### src/hdl/pdu_framer_defs.vh
// constants of the convergence-layer packet framer
`ifndef PDU_FRAMER_DEFS_VH
`define PDU_FRAMER_DEFS_VH

// ----------------------------------------------------------------------------
// register word addresses
// ----------------------------------------------------------------------------
`define ADR_DEMAND_A   3'h0
`define ADR_DEMAND_IP  3'h1
`define ADR_CTRL       3'h2
`define ADR_STATUS     3'h3
`define ADR_ACCEPT_A   3'h4
`define ADR_ACCEPT_IP  3'h5
`define ADR_ACCEPT_B   3'h6
`define ADR_MTU        3'h7

// ----------------------------------------------------------------------------
// field positions
// ----------------------------------------------------------------------------
`define DA_CTX    3:0
`define DA_THIRD  7:4
`define DA_ADDRESS_TYPE_IN_DEMAND   10:8
`define DA_SIXTH  14:11
`define DA_HCNEG  22:15
`define DA_SLOTS  30:23
`define AA_CTX    3:0
`define AA_PMAX   6:4
`define AA_READY  10:7
`define AA_STBY   14:11
`define AA_RWAIT  18:15
`define AA_TIA    21:19
`define AB_HCNEG  7:0
`define AB_SLOTS  15:8
`define AB_MTU    18:16
`define CTRL_START 0
`define ST_ACCEPT  0
`define ST_MALFORM 1
`define ST_MTU     2
`define ST_DEMAND  3
`define ST_QFULL   4
`define ST_BUSY    8

// ----------------------------------------------------------------------------
// codes, reset values and limits
// ----------------------------------------------------------------------------
`define TYPE_ACCEPT  4'h1
`define TYPE_DEMAND  4'h0
`define PRIO_FIXED   3'h4
`define PMAX_RST     3'h0
`define MTU_RST      16'h05dc
`define OPT_MAX_BITS 11'h4bb

`endif

### src/hdl/pdu_bit_shifter.v
// msb-first serialiser of one field at a time
`timescale 1ns/1ps
module pdu_bit_shifter (
  input  wire        clock_i,
  input  wire        sys_rst_i,
  input  wire        load_i,
  input  wire [31:0] value_i,
  input  wire [5:0]  width_i,
  input  wire        last_i,
  output wire        free_o,
  output wire        bit_o,
  output wire        valid_o,
  output wire        last_o
);
  reg [31:0] sh_reg;
  reg [5:0]  cnt_reg;
  reg        last_reg;

  assign free_o  = (cnt_reg <= 6'd1);
  assign bit_o   = sh_reg[31];
  assign valid_o = (cnt_reg != 6'd0);
  assign last_o  = last_reg && (cnt_reg == 6'd1);

  always @(posedge clock_i) begin
    if (sys_rst_i) begin
      sh_reg   <= 32'h0;
      cnt_reg  <= 6'h0;
      last_reg <= 1'b0;
    end else if (load_i) begin
      sh_reg   <= value_i << (6'd32 - width_i);
      cnt_reg  <= width_i;
      last_reg <= last_i;
    end else if (cnt_reg != 6'd0) begin
      sh_reg  <= {sh_reg[30:0], 1'b0};
      cnt_reg <= cnt_reg - 6'd1;
    end
  end
endmodule // pdu_bit_shifter

### src/hdl/prio_queue_set.v
// one fifo per priority level, highest non-empty level drains first
`timescale 1ns/1ps
module prio_queue_set #(
  parameter W     = 8,
  parameter DEPTH = 4,
  parameter AW    = 2
) (
  input  wire         clock_i,
  input  wire         sys_rst_i,
  input  wire         push_i,
  input  wire [2:0]   push_prio_i,
  input  wire [W-1:0] push_data_i,
  output wire         full_o,
  input  wire         pop_i,
  output reg          avail_o,
  output reg  [2:0]   top_prio_o,
  output wire [W-1:0] top_data_o
);
  localparam [AW:0] FULL_CNT = DEPTH;
  wire [7:0]     nonempty;
  wire [7:0]     full_vec;
  wire [8*W-1:0] head_flat;
  integer        i;

  assign full_o     = full_vec[push_prio_i];
  assign top_data_o = head_flat[top_prio_o*W +: W];

  always @* begin
    avail_o    = 1'b0;
    top_prio_o = 3'h0;
    for (i = 0; i < 8; i = i + 1) begin
      if (nonempty[i]) begin
        avail_o    = 1'b1;
        top_prio_o = i[2:0];
      end
    end
  end

  genvar q;
  generate
    for (q = 0; q < 8; q = q + 1) begin : lvl
      localparam [2:0] LVL = q;
      reg  [W-1:0]  mem [0:DEPTH-1];
      reg  [AW-1:0] wp_reg;
      reg  [AW-1:0] rp_reg;
      reg  [AW:0]   cnt_reg;
      wire          do_push = push_i && (push_prio_i == LVL) && (cnt_reg != FULL_CNT);
      wire          do_pop  = pop_i && avail_o && (top_prio_o == LVL);
      assign nonempty[q] = (cnt_reg != {(AW+1){1'b0}});
      assign full_vec[q] = (cnt_reg == FULL_CNT);
      assign head_flat[q*W +: W] = mem[rp_reg];
      always @(posedge clock_i) begin
        if (do_push) begin
          mem[wp_reg] <= push_data_i;
        end
      end
      always @(posedge clock_i) begin
        if (sys_rst_i) begin
          wp_reg  <= {AW{1'b0}};
          rp_reg  <= {AW{1'b0}};
          cnt_reg <= {(AW+1){1'b0}};
        end else begin
          if (do_push) begin
            wp_reg <= wp_reg + {{(AW-1){1'b0}}, 1'b1};
          end
          if (do_pop) begin
            rp_reg <= rp_reg + {{(AW-1){1'b0}}, 1'b1};
          end
          if (do_push && !do_pop) begin
            cnt_reg <= cnt_reg + {{AW{1'b0}}, 1'b1};
          end else if (do_pop && !do_push) begin
            cnt_reg <= cnt_reg - {{AW{1'b0}}, 1'b1};
          end
        end
      end
    end
  endgenerate
endmodule // prio_queue_set

### src/hdl/subnet_pdu_framer_priority.v
// convergence-layer pdu framer: priority queuing, demand builder, accept parser
//
// Overview of operation
// Elements go out in listed order, each value most significant bit first.
// Eight priority levels, 7 highest, assigned before anything else.
// One queue per level; higher levels overtake, order kept within a level.
// Signalling pdus always queue at fixed priority 4.
// Data priority above the context maximum is lowered to that maximum.
// Data request without priority uses the context maximum.
// Received pdus are parsed in arrival order, no receive queuing.
// Data payload longer than the transfer unit limit is refused.
// Network keeps transfer unit below lower-layer unit size.
// Accept starts with 4,4,3,4,4,4,3-bit mandatory fields.
// Accept address present only when address type is 1 or 2.
// Accept slot count present only when compression field lsb is 1.
// Accept then carries 3-bit unit code and optional elements.
// Trailing configuration options at most 128 octets; the parser accepts up to 1211 option bits.
// Demand: 4,4,4,3 bits, cond address, 4, 8, cond 8, options.
// Demand third 4-bit field never zero.
// Demand address present only when address type in demand is 0.
// Demand slot count present only when compression field lsb is 1.
// Network answers each demand with accept or reject.
// Optional elements by presence bit; length mismatch marks pdu malformed.
`timescale 1ns/1ps
`include "pdu_framer_defs.vh"
module subnet_pdu_framer_priority #(
  parameter TAG_W   = 8,
  parameter Q_DEPTH = 4,
  parameter Q_AW    = 2
) (
  input  wire             clock_i,
  input  wire             sys_rst_i,
  input  wire [2:0]       reg_addr_i,
  input  wire [31:0]      reg_wdata_i,
  input  wire             reg_wr_i,
  input  wire             reg_rd_i,
  output wire [31:0]      reg_rdata_o,
  input  wire             tx_req_i,
  input  wire             tx_signalling_i,
  input  wire [3:0]       tx_ctx_i,
  input  wire [2:0]       tx_prio_i,
  input  wire             tx_prio_given_i,
  input  wire [15:0]      tx_len_i,
  input  wire [TAG_W-1:0] tx_tag_i,
  output wire             tx_ack_o,
  output wire             tx_refused_o,
  output wire             q_valid_o,
  output wire [2:0]       q_prio_o,
  output wire [TAG_W-1:0] q_tag_o,
  input  wire             q_ready_i,
  output wire             ser_bit_o,
  output wire             ser_valid_o,
  output wire             ser_last_o,
  input  wire             rx_bit_i,
  input  wire             rx_valid_i,
  input  wire             rx_last_i
);
  // --------------------------------------------------------------------------
  // registers and state
  // --------------------------------------------------------------------------
  reg  [31:0]      rdata_reg;
  reg  [30:0]      dem_a_reg;
  reg  [31:0]      dem_ip_reg;
  reg  [21:0]      acc_a_reg;
  reg  [31:0]      acc_ip_reg;
  reg  [18:0]      acc_b_reg;
  reg  [15:0]      mtu_reg;
  reg  [4:0]       status_reg;
  reg              ack_reg;
  reg              refused_reg;
  reg              qv_reg;
  reg  [2:0]       qp_reg;
  reg  [TAG_W-1:0] qt_reg;
  reg              sbit_reg;
  reg              svalid_reg;
  reg              slast_reg;
  reg              dem_busy_reg;
  reg  [3:0]       dem_idx_reg;
  reg  [3:0]       rx_idx_reg;
  reg  [5:0]       rx_cnt_reg;
  reg  [30:0]      rx_sh_reg;
  reg  [10:0]      tail_cnt_reg;
  reg              rx_bad_reg;

  assign reg_rdata_o  = rdata_reg;
  assign tx_ack_o     = ack_reg;
  assign tx_refused_o = refused_reg;
  assign q_valid_o    = qv_reg;
  assign q_prio_o     = qp_reg;
  assign q_tag_o      = qt_reg;
  assign ser_bit_o    = sbit_reg;
  assign ser_valid_o  = svalid_reg;
  assign ser_last_o   = slast_reg;

  // --------------------------------------------------------------------------
  // per-context priority maximum table
  // --------------------------------------------------------------------------
  wire [47:0] pmax_flat;
  wire        rx_ok;
  genvar e;
  generate
    for (e = 0; e < 16; e = e + 1) begin : ctx
      localparam [3:0] CTX = e;
      reg [2:0] pm_reg;
      assign pmax_flat[e*3 +: 3] = pm_reg;
      always @(posedge clock_i) begin
        if (sys_rst_i) begin
          pm_reg <= `PMAX_RST;
        end else if (rx_ok && acc_a_reg[`AA_CTX] == CTX) begin
          pm_reg <= acc_a_reg[`AA_PMAX];
        end
      end
    end
  endgenerate

  // --------------------------------------------------------------------------
  // transmit priority assignment and admission
  // --------------------------------------------------------------------------
  wire [5:0] tab_base = {2'b00, tx_ctx_i} * 6'd3;
  wire [2:0] ctx_max  = pmax_flat[tab_base +: 3];
  reg  [2:0] tx_prio;
  wire       q_full;
  wire       mtu_bad  = !tx_signalling_i && (tx_len_i > mtu_reg);
  wire       tx_push  = tx_req_i && !mtu_bad && !q_full;

  always @* begin
    if (tx_signalling_i) begin
      tx_prio = `PRIO_FIXED;
    end else if (!tx_prio_given_i) begin
      tx_prio = ctx_max;
    end else if (tx_prio_i > ctx_max) begin
      tx_prio = ctx_max;
    end else begin
      tx_prio = tx_prio_i;
    end
  end

  wire             q_avail;
  wire [2:0]       q_top_prio;
  wire [TAG_W-1:0] q_top_data;
  wire             q_load = q_avail && (!qv_reg || q_ready_i);

  prio_queue_set #(
    .W     (TAG_W),
    .DEPTH (Q_DEPTH),
    .AW    (Q_AW)
  ) u_queues (
    .clock_i     (clock_i),
    .sys_rst_i   (sys_rst_i),
    .push_i      (tx_push),
    .push_prio_i (tx_prio),
    .push_data_i (tx_tag_i),
    .full_o      (q_full),
    .pop_i       (q_load),
    .avail_o     (q_avail),
    .top_prio_o  (q_top_prio),
    .top_data_o  (q_top_data)
  );

  always @(posedge clock_i) begin
    if (sys_rst_i) begin
      ack_reg     <= 1'b0;
      refused_reg <= 1'b0;
      qv_reg      <= 1'b0;
      qp_reg      <= 3'h0;
      qt_reg      <= {TAG_W{1'b0}};
    end else begin
      ack_reg     <= tx_push;
      refused_reg <= tx_req_i && !tx_push;
      if (q_load) begin
        qv_reg <= 1'b1;
        qp_reg <= q_top_prio;
        qt_reg <= q_top_data;
      end else if (q_ready_i) begin
        qv_reg <= 1'b0;
      end
    end
  end

  // --------------------------------------------------------------------------
  // demand pdu builder
  // --------------------------------------------------------------------------
  reg  [5:0]  fw;
  reg  [31:0] fv;
  reg         fp;
  wire        ser_free;
  wire        ser_bit;
  wire        ser_valid;
  wire        ser_last;
  wire        dem_load = dem_busy_reg && ser_free && fp;
  wire        dem_start = reg_wr_i && (reg_addr_i == `ADR_CTRL) && reg_wdata_i[`CTRL_START] && !dem_busy_reg;
  wire        dem_zero  = (dem_a_reg[`DA_THIRD] == 4'h0);

  always @* begin
    fw = 6'd4;
    fv = 32'h0;
    fp = 1'b1;
    case (dem_idx_reg)
      4'd0: fv = {28'h0, `TYPE_DEMAND};
      4'd1: fv = {28'h0, dem_a_reg[`DA_CTX]};
      4'd2: fv = {28'h0, dem_a_reg[`DA_THIRD]};
      4'd3: begin
        fw = 6'd3;
        fv = {29'h0, dem_a_reg[`DA_ADDRESS_TYPE_IN_DEMAND]};
      end
      4'd4: begin
        fw = 6'd32;
        fv = dem_ip_reg;
        fp = (dem_a_reg[`DA_ADDRESS_TYPE_IN_DEMAND] == 3'h0);
      end
      4'd5: fv = {28'h0, dem_a_reg[`DA_SIXTH]};
      4'd6: begin
        fw = 6'd8;
        fv = {24'h0, dem_a_reg[`DA_HCNEG]};
      end
      4'd7: begin
        fw = 6'd8;
        fv = {24'h0, dem_a_reg[`DA_SLOTS]};
        fp = dem_a_reg[15];
      end
      default: begin
        fw = 6'd1;
        fv = 32'h0;
      end
    endcase
  end

  pdu_bit_shifter u_shifter (
    .clock_i   (clock_i),
    .sys_rst_i (sys_rst_i),
    .load_i    (dem_load),
    .value_i   (fv),
    .width_i   (fw),
    .last_i    (dem_idx_reg == 4'd8),
    .free_o    (ser_free),
    .bit_o     (ser_bit),
    .valid_o   (ser_valid),
    .last_o    (ser_last)
  );

  always @(posedge clock_i) begin
    if (sys_rst_i) begin
      dem_busy_reg <= 1'b0;
      dem_idx_reg  <= 4'h0;
      sbit_reg     <= 1'b0;
      svalid_reg   <= 1'b0;
      slast_reg    <= 1'b0;
    end else begin
      sbit_reg   <= ser_bit;
      svalid_reg <= ser_valid;
      slast_reg  <= ser_last;
      if (dem_start && !dem_zero) begin
        dem_busy_reg <= 1'b1;
        dem_idx_reg  <= 4'h0;
      end else if (dem_busy_reg && ser_free) begin
        if (dem_idx_reg == 4'd8) begin
          dem_busy_reg <= 1'b0;
        end
        dem_idx_reg <= dem_idx_reg + 4'd1;
      end
    end
  end

  // --------------------------------------------------------------------------
  // accept pdu parser
  // --------------------------------------------------------------------------
  wire [31:0] rx_word = {rx_sh_reg, rx_bit_i};
  wire        rx_done = rx_valid_i && (rx_idx_reg <= 4'd11) && (rx_cnt_reg == 6'd1);
  wire        rx_end  = rx_valid_i && rx_last_i;
  reg  [3:0]  rx_nxt;
  reg  [5:0]  rx_nw;

  always @* begin
    rx_nxt = rx_idx_reg + 4'd1;
    if (rx_idx_reg == 4'd0 && rx_word[3:0] != `TYPE_ACCEPT) begin
      rx_nxt = 4'd14;
    end else if (rx_idx_reg == 4'd6 && rx_word[2:0] != 3'h1 && rx_word[2:0] != 3'h2) begin
      rx_nxt = 4'd8;
    end else if (rx_idx_reg == 4'd8 && !rx_word[0]) begin
      rx_nxt = 4'd10;
    end else if (rx_idx_reg == 4'd11) begin
      rx_nxt = rx_word[0] ? 4'd12 : 4'd13;
    end
    case (rx_nxt)
      4'd2, 4'd6, 4'd10: rx_nw = 6'd3;
      4'd7: rx_nw = 6'd32;
      4'd8, 4'd9: rx_nw = 6'd8;
      4'd11: rx_nw = 6'd1;
      default: rx_nw = 6'd4;
    endcase
  end

  wire rx_ignore = (rx_idx_reg == 4'd14) || (rx_done && rx_nxt == 4'd14);
  wire rx_shape  = (rx_done && rx_idx_reg == 4'd11 && !rx_bit_i) || (rx_idx_reg == 4'd12);
  wire rx_tail_over = (rx_idx_reg == 4'd12) && (tail_cnt_reg == `OPT_MAX_BITS);
  assign rx_ok = rx_end && !rx_ignore && !rx_bad_reg && !rx_tail_over && rx_shape;
  wire rx_mal  = rx_end && !rx_ignore && !rx_ok;

  always @(posedge clock_i) begin
    if (sys_rst_i) begin
      rx_idx_reg   <= 4'h0;
      rx_cnt_reg   <= 6'd4;
      rx_sh_reg    <= 31'h0;
      tail_cnt_reg <= 11'h0;
      rx_bad_reg   <= 1'b0;
      acc_a_reg    <= 22'h0;
      acc_ip_reg   <= 32'h0;
      acc_b_reg    <= 19'h0;
    end else if (rx_valid_i) begin
      rx_sh_reg <= rx_word[30:0];
      if (rx_done) begin
        case (rx_idx_reg)
          4'd1: acc_a_reg[`AA_CTX] <= rx_word[3:0];
          4'd2: acc_a_reg[`AA_PMAX] <= rx_word[2:0];
          4'd3: acc_a_reg[`AA_READY] <= rx_word[3:0];
          4'd4: acc_a_reg[`AA_STBY] <= rx_word[3:0];
          4'd5: acc_a_reg[`AA_RWAIT] <= rx_word[3:0];
          4'd6: acc_a_reg[`AA_TIA] <= rx_word[2:0];
          4'd7: acc_ip_reg <= rx_word;
          4'd8: acc_b_reg[`AB_HCNEG] <= rx_word[7:0];
          4'd9: acc_b_reg[`AB_SLOTS] <= rx_word[7:0];
          4'd10: acc_b_reg[`AB_MTU] <= rx_word[2:0];
          default: acc_b_reg <= acc_b_reg;
        endcase
      end
      if (rx_end) begin
        rx_idx_reg   <= 4'h0;
        rx_cnt_reg   <= 6'd4;
        tail_cnt_reg <= 11'h0;
        rx_bad_reg   <= 1'b0;
      end else if (rx_done) begin
        rx_idx_reg <= rx_nxt;
        rx_cnt_reg <= rx_nw;
      end else if (rx_idx_reg == 4'd12) begin
        tail_cnt_reg <= tail_cnt_reg + 11'h1;
        if (rx_tail_over) begin
          rx_bad_reg <= 1'b1;
        end
      end else if (rx_idx_reg == 4'd13) begin
        rx_bad_reg <= 1'b1;
      end else if (rx_idx_reg <= 4'd11) begin
        rx_cnt_reg <= rx_cnt_reg - 6'd1;
      end
    end
  end

  // --------------------------------------------------------------------------
  // register port
  // --------------------------------------------------------------------------
  wire       st_wr  = reg_wr_i && (reg_addr_i == `ADR_STATUS);
  wire [4:0] st_set = {tx_req_i && !mtu_bad && q_full,
                       dem_start && dem_zero,
                       tx_req_i && mtu_bad,
                       rx_mal,
                       rx_ok};

  always @(posedge clock_i) begin
    if (sys_rst_i) begin
      dem_a_reg  <= 31'h0;
      dem_ip_reg <= 32'h0;
      mtu_reg    <= `MTU_RST;
      status_reg <= 5'h0;
      rdata_reg  <= 32'h0;
    end else begin
      if (reg_wr_i && reg_addr_i == `ADR_DEMAND_A) begin
        dem_a_reg <= reg_wdata_i[30:0];
      end else if (reg_wr_i && reg_addr_i == `ADR_DEMAND_IP) begin
        dem_ip_reg <= reg_wdata_i;
      end else if (reg_wr_i && reg_addr_i == `ADR_MTU) begin
        mtu_reg <= reg_wdata_i[15:0];
      end
      status_reg <= st_set | (status_reg & ~(st_wr ? reg_wdata_i[4:0] : 5'h0));
      if (!reg_rd_i) begin
        rdata_reg <= 32'h0;
      end else if (reg_addr_i == `ADR_DEMAND_A) begin
        rdata_reg <= {1'b0, dem_a_reg};
      end else if (reg_addr_i == `ADR_DEMAND_IP) begin
        rdata_reg <= dem_ip_reg;
      end else if (reg_addr_i == `ADR_STATUS) begin
        rdata_reg <= {23'h0, dem_busy_reg, 3'h0, status_reg};
      end else if (reg_addr_i == `ADR_ACCEPT_A) begin
        rdata_reg <= {10'h0, acc_a_reg};
      end else if (reg_addr_i == `ADR_ACCEPT_IP) begin
        rdata_reg <= acc_ip_reg;
      end else if (reg_addr_i == `ADR_ACCEPT_B) begin
        rdata_reg <= {13'h0, acc_b_reg};
      end else if (reg_addr_i == `ADR_MTU) begin
        rdata_reg <= {16'h0, mtu_reg};
      end else begin
        rdata_reg <= 32'h0;
      end
    end
  end
endmodule // subnet_pdu_framer_priority

### config.mk
export PLATFORM = sky130hd
export DESIGN_NAME = subnet_pdu_framer_priority
export DESIGN_NICKNAME = d
export VERILOG_FILES = /design/src/hdl/pdu_bit_shifter.v /design/src/hdl/prio_queue_set.v /design/src/hdl/subnet_pdu_framer_priority.v
export VERILOG_INCLUDE_DIRS = /design/src /design/src/hdl
export SDC_FILE = /design/constraint.sdc
export NUM_CORES = 1
export LEC_CHECK = 0
export BUFFER_PORTS_ARGS = -buffer_cell sky130_fd_sc_hd__buf_2
export CORE_UTILIZATION = 62
export DETAILED_ROUTE_END_ITERATION = 8
export GPL_TIMING_DRIVEN = 0
export PLACE_DENSITY = 0.78
export SKIP_LAST_GASP = 1
export SLEW_MARGIN = 20
export SYNTH_ARGS = -nofsm -noshare
export SYNTH_HDL_FRONTEND = slang
export SYNTH_SLANG_ARGS = --single-unit
### constraint.sdc
create_clock -name clock_i -period 6 [get_ports clock_i]
set_input_delay 1.2 -clock clock_i [delete_from_list [all_inputs] [get_ports clock_i]]
set_output_delay 1.2 -clock clock_i [all_outputs]
set_load 0.05 [all_outputs]
==> flow_metrics.py, run 1 <==
metrics = {
    "yosys": {
        "ys_ff_latch": 679,
        "synth.most_common_cell": "dfxtp_1",
        "ys_types": 81,
        "synthTopCellsByCount": "dfxtp_1 (423), nand2_1 (410), nor2_1 (302), edfxtp_1 (256), a21oi_1 (219)",
        "synth_top_area_share_pct": 28.23,
        "synthFlopType": "dfxtp_1",
        "seq_area_frac_synth_pct": 53.86,
        "syn_inst": 2803,
        "ys_warn_count": 0,
        "synthArstFlopShare_pct": 0,
        "synth_edf_count": 256,
        "yosysTopAreaCell": "dfxtp_1",
        "synthesis.nets": 2960,
        "ys_top_cells_by_area": "dfxtp_1 (28%), edfxtp_1 (26%), mux2i_1 (6.3%)",
        "syn_area_sq_um": 30000,
        "synth.avg_cell_area_sq_um": 10.70,
    },
    "global_routing": {
        "antenna_found_initial": 0,
        "grt_pass1_wl_mm": 128.4,
        "grt_max_degree": 33,
        "grt_pass1_vias": 22380,
        "grtUsageTotal_pct": 34.11,
        "grt_overflow_total": 0,
    },
    "detailed_routing": {
        "vias": 23130,
        "drtIter0Drc": 2675,
        "drc": 0,
        "antenna_left": 0,
        "routed_wl_mm": 84.22,
        "viasPerCell": 6.308,
        "dr.pass1.iters": 6,
        "wl_per_cell_um": 22.97,
    },
    "power": {
        "peakVddDrop_mv": 0.4072,
        "seq_power_share_pct": 40.5,
        "intPower_uw": 8705,
        "clkPwrFrac_pct": 33.7,
        "swShare_pct": 32.32,
        "p_leak_uw": 0.01261,
        "comb_power_share_pct": 25.8,
        "power.density_nw_per_um2": 381.4,
        "p_switching_uw": 4156,
    },
    "worst_setup_path": {
        "critPathKind": "in -> reg",
        "cp-start-kind": "primary input",
        "crit_required_ns": 6.54,
        "critPathMaxFanout": 10,
        "critPathArrivalTime_ns": 6.35,
        "crit_path_end_kind": "flip-flop",
    },
    "run_status": {
        "status": "complete, no violations",
    },
    "hold_path": {
        "hold_path_class": "reg -> reg",
    },
    "layout": {
        "nNetsFinal": 3156,
        "fillers": 3446,
        "layout-drive-gt1-share_pct": 11.70,
        "final_area_sq_um": 33720,
        "largest_reg_flops": 256,
        "area_delta_synth_final_pct": 12.40,
        "n_antenna_cell": 0,
    },
    "sta": {
        "hold_violations": 0,
        "setup_ws_ns": 0.1908,
        "slew_headroom_pct": 22.70,
        "fin_skew_ns": 0.01713,
        "finalMaxSlewViolations": 0,
        "tightest_slew_ns": 1.160,
        "fmax_mhz": 172.1,
        "finalCriticalPeriod_ns": 5.809,
        "rsz0062_at_grt": "true",
        "post-route-period-util_pct": 96.82,
        "setup_viol": 0,
    },
    "floorplan": {
        "die_h_um": 222.0,
        "coreArea_sq_um": 47750,
        "fp.dieW_um": 222.0,
        "rows": 80,
        "start_util_pct": 62.83,
        "top_level_ports": 126,
        "dieArea_sq_um": 49270,
    },
    "clocking": {
        "numCtsBuffers": 69,
        "clock_latency_ns": 0.62,
        "root_buffer": "clkbuf_16",
        "clock_sinks": 679,
        "h-tree-depth": 3,
        "clockBufferDepth": 3,
        "cts_hold_buf": 0,
        "cts.clk_slew.worst_paths_ns": 0.06,
        "cts_tree": "done",
    },
    "placed_design": {
        "place_ws_ns": -0.9882,
        "place.gp.congestion": 1.001,
        "port_buffers": 122,
        "placed_area_sq_um": 31380,
        "hpwl_mm": 59.79,
    },
    "job": {
        "max_cap_violations": 0,
    },
}
==> what timing repair did <==
action,CTS,global route
cloned,0,0
setup endpoints to repair,6,12
setup buffers,0,4
pin swaps,0,5
resized for setup,2,5
==> final cells by class <==
type	instances	area (sq um)	share of cell area (%)
Clock inverter	30	305.3	0.9054
Inverter	64	240.2	0.7125
Timing Repair Buffer	126	640.6	1.900
Multi-Input combinational cell	1880	12970	38.46
Tap cell	615	769.5	2.282
Sequential cell	679	16160	47.91
Buffer	179	683.2	2.026
Clock buffer	94	1954	5.796
==> per-layer routing <==
layer	up-vias	wire, um	GRT usage [%]
met3	258	7141	5.924
li1	10400	-	-
met1	11220	33010	44.24
met4	0	4149	15.48
met2	1261	39910	56.19
met5	-	0	0
==> cells by family after synthesis <==
logic type / count (synthesis) / share of synthesized area [%]
and+or+nand+nor: 998 / 15.01
AOI/OAI and AO/OA: 451 / 9.268
adders and majority gates: 80 / 3.537
buffers and inverters: 244 / 3.091
muxes: 301 / 13.78
DFF: 679 / 53.86
xor gates and xnor gates: 50 / 1.460
==> power groups by stage <==
stage,sequential (uW),combinational (uW),clock [uW]
2_1_floorplan,5380,2170,0
3_3_place_gp,5280,3120,0
3_5_place_dp,5300,3230,0
4_1_cts,5200,3270,4350
5_1_grt,5230,3540,4520
6_report,5210,3320,4330
==> critical path: stages <==
cell and delay (ns):
buf_2 0.13, buf_6 0.19, mux4_1 0.59, mux2i_1 0.41
mux2i_1 0.22, ha_1 0.32, and3_1 0.20, o21ai_1 0.30
nand2_1 0.21, a221oi_1 0.32, nand4_1 0.32, nor4_4 0.53
ha_1 0.30, inv_1 0.06, fa_1 0.38, xor2_1 0.18
or3_1 0.33, a21oi_1 0.14
==> path summary, 6_finish.rpt <==
check                                       from                    endpoint  slack, ns  depth (start not counted)
worst min-delay path              acc_ip_reg[30]              acc_ip_reg[30]       0.46                          2
worst max register to register  ctx[5].pm_reg[0]  u_queues.lvl[6].cnt_reg[2]       0.88                         16
worst min register to register    acc_ip_reg[30]              acc_ip_reg[30]       0.46                          2
worst max-delay path                 tx_ctx_i[2]  u_queues.lvl[6].cnt_reg[2]       0.19                         18
==> layout by cell type (no fill, tap or decap), types with 9 or more instances in the layout <==
| cell type | n |
|---|---|
| inv_1 | 62 |
| clkbuf_16 | 72 |
| a2111oi_0 | 10 |
| or3_1 | 16 |
| xor2_1 | 38 |
| clkinv_2 | 9 |
| nand3_1 | 62 |
| and2_1 | 32 |
| a21oi_1 | 219 |
| buf_1 | 32 |
| mux2_2 | 28 |
| nor4_1 | 13 |
| edfxtp_1 | 256 |
| buf_2 | 122 |
| a31oi_1 | 15 |
| ha_1 | 72 |
| nor2_1 | 302 |
| nand2_1 | 410 |
| o21ai_0 | 58 |
| a221oi_1 | 18 |
| mux4_1 | 10 |
| nand4_1 | 10 |
| and3_1 | 9 |
| clkbuf_1 | 160 |
| a211oi_1 | 24 |
| o211ai_1 | 28 |
| nand2b_1 | 32 |
| a311oi_1 | 10 |
| nor2b_1 | 21 |
| dfxtp_1 | 423 |
| mux2i_1 | 188 |
| nor3_1 | 38 |
| mux4_2 | 73 |
| xnor2_1 | 12 |
==> stage by stage <==
| stage | TNS (ns) | util, % | hold slack [ns] | power, uW | cells |
|---|---|---|---|---|---|
| 6_report | 0 | 70.62 | 0.4560 | 12860 | 3667 |
| 5_1_grt | -0.1194 | 70.62 | 0.4729 | 13290 | 3667 |
| 4_1_cts | -0.09278 | 70.48 | 0.4561 | 12820 | 3663 |
| 3_5_place_dp | -33.88 | 65.72 | 0.4481 | 8522 | 3540 |
| 3_3_place_gp | -16.85 | 65.72 | 0.4386 | 8404 | 3540 |
| 2_1_floorplan | 0 | - | 0.4273 | 7554 | 2803 |
No activity file was read; power rests on OpenSTA's default activity.
==> run 2, diff against run 1 <==
--- a/config.mk
+++ b/config.mk
@@ -10,7 +10,7 @@
 export CORE_UTILIZATION = 62
 export DETAILED_ROUTE_END_ITERATION = 8
 export GPL_TIMING_DRIVEN = 0
-export PLACE_DENSITY = 0.78
+export PLACE_DENSITY = 0.8
 export SKIP_LAST_GASP = 1
 export SLEW_MARGIN = 20
 export SYNTH_ARGS = -nofsm -noshare
==> run 2 against run 1 <==
Global-route usage up 1.1 points. Flip-flop and latch count unchanged. Die area is the same. Largest cell class unchanged. Clock skew up 0.0080 ns.
==> flow_metrics.py, run 2 (synthesized netlist as in run 1, its figures left out) <==
metrics = {
    "clocking": {
        "clock_latency_ns": 0.62,
        "cts_hold_buf": 0,
        "cts.clk_slew.worst_paths_ns": 0.06,
        "cts_tree": "done",
        "clock_sinks": 679,
        "clockBufferDepth": 3,
        "numCtsBuffers": 69,
        "root_buffer": "clkbuf_16",
        "h-tree-depth": 3,
    },
    "layout": {
        "largest_reg_flops": 256,
        "layout_common_cells": "dfxtp_1 (423), nand2_1 (410), nor2_1 (302)",
        "final_common_cell": "dfxtp_1",
        "final_area_sq_um": 33750,
        "nNetsFinal": 3158,
        "area_delta_synth_final_pct": 12.51,
        "stdcell_count": 3672,
        "layout-drive-gt1-share_pct": 11.75,
    },
    "global_routing": {
        "grt_pass1_wl_mm": 131.7,
        "antenna_found_initial": 2,
        "grt_max_degree": 33,
        "grt_pass1_vias": 22810,
        "grt_overflow_total": 0,
        "grtUsageTotal_pct": 35.19,
    },
    "sta": {
        "slew_headroom_pct": 24.52,
        "post-route-period-util_pct": 95.74,
        "finalCriticalPeriod_ns": 5.744,
        "tightest_slew_ns": 1.132,
        "rsz0062_at_grt": "false",
        "finalMaxSlewViolations": 0,
        "fin_tns_setup_ns": 0,
        "hold_violations": 0,
        "fin_skew_ns": 0.02513,
        "setup_viol": 0,
        "setup_ws_ns": 0.2558,
        "fmax_mhz": 174.1,
    },
    "power": {
        "peakVddDrop_mv": 0.4785,
        "power.total_uw": 12940,
        "power.density_nw_per_um2": 383.5,
        "p_leak_uw": 0.01260,
    },
    "placed_design": {
        "hpwl_mm": 62.14,
        "place_ws_ns": -0.8740,
        "placed_cells": 3540,
        "placed_area_sq_um": 31380,
        "place.gp.congestion": 1.016,
        "port_buffers": 122,
    },
    "worst_setup_path": {
        "regToRegSetupSlack_ns": 0.93,
        "crit_slowest_cell": "nor4b_2",
        "cp-start-kind": "primary input",
        "regToRegStartpoint": "ctx[7].pm_reg[0]",
        "crit_path_end_kind": "flip-flop",
        "r2r_cells": 16,
        "critPathMaxFanout": 10,
        "cp-startpoint": "tx_ctx_i[2]",
        "reg2reg_to": "u_queues.lvl[4].cnt_reg[2]",
        "critPathKind": "in -> reg",
        "critPathArrivalTime_ns": 6.29,
        "crit_chain": "buf_2, buf_6, mux4_1, mux2i_1, mux2i_1, ha_1, and3_1, o21a_1, or3_4, nor2_1, nor2_1, nor4b_2, ha_1, inv_1, fa_1, xor2_1, or3_1, a21oi_1",
        "crit_required_ns": 6.54,
        "setup.worst_path.end": "u_queues.lvl[4].cnt_reg[2]",
        "max_stage_delay_ns": 0.76,
    },
    "detailed_routing": {
        "vias": 23270,
        "wl_per_cell_um": 23.69,
        "routed_wl_mm": 87.01,
        "drtIter0Drc": 2638,
        "dr.pass1.iters": 7,
        "drc": 0,
        "viasPerCell": 6.336,
        "antenna_left": 0,
    },
    "floorplan": {
        "top_level_ports": 126,
        "rows": 80,
        "coreArea_sq_um": 47750,
        "start_util_pct": 62.83,
        "fp.dieW_um": 222.0,
        "dieArea_sq_um": 49270,
        "die_h_um": 222.0,
    },
    "job": {
        "max_cap_violations": 0,
    },
    "hold_path": {
        "hold_path_class": "reg -> reg",
    },
    "run_status": {
        "status": "complete, no violations",
    },
}
[run 2: critical path, delay by kind of cell]
family                     cells  cell delay [ns]
xor gates and xnor gates       1             0.18
buffers and inverters          3             0.38
and+or+nand+nor                6             1.96
AOI/OAI and AO/OA              2             0.37
muxes                          3             1.20
adders and majority gates      3             1.01
[run 2: cell type report]
class | instances | area, sq um
sequential | 679 | 16160
clock inverter | 30 | 385.4
timing repair buffer | 128 | 655.6
buffer | 179 | 683.2
inverter | 64 | 240.2
tap | 615 | 769.5
multi-input combinational | 1880 | 12970
antenna | 2 | 5.005
fill | 3370 | 14000
clock buffer | 95 | 1886
[run 2: timing repair]
item | CTS | global route
gates resized for setup | 2 | 5
buffers inserted | 0 | 6
hold endpoints to repair | 0 | 0
endpoints found under the setup margin | 5 | 11
pin swaps | 0 | 6
[run 2: worst min-delay path by stage]
stage / startpoint / to / slack [ns] / depth (start not counted)
floorplan: acc_a_reg[9] / acc_a_reg[9] / 0.43 / 2
global placement: acc_a_reg[7] / acc_a_reg[7] / 0.44 / 2
detailed placement: acc_a_reg[7] / acc_a_reg[7] / 0.44 / 2
CTS: acc_a_reg[7] / acc_a_reg[7] / 0.45 / 2
global route: acc_ip_reg[9] / acc_ip_reg[9] / 0.47 / 2
finish: acc_a_reg[7] / acc_a_reg[7] / 0.45 / 2
[run 2: per-stage QoR]
step	hold slack, ns	utilization [%]
floorplan	0.4273	-
global placement	0.4413	65.72
detailed placement	0.4423	65.72
CTS	0.4506	70.51
global route	0.4688	70.69
finish	0.4517	70.69
[run 2: per-layer routing]
metal	part of all wire, %	vias up	track usage [%]
li1	-	10420	-
met1	39	11270	45.31
met2	47	1310	58.21
met3	8.4	273	5.407
met4	5.3	0	17.38
met5	0	-	0
[run 2: report_power, final]
group | total [uW] | internal (uW) | leakage (uW) | switching [uW]
Sequential | 5210 | 5010 | 0.00573 | 204
Clock | 4360 | 2490 | 0.00109 | 1870
Combinational | 3370 | 1190 | 0.00578 | 2180
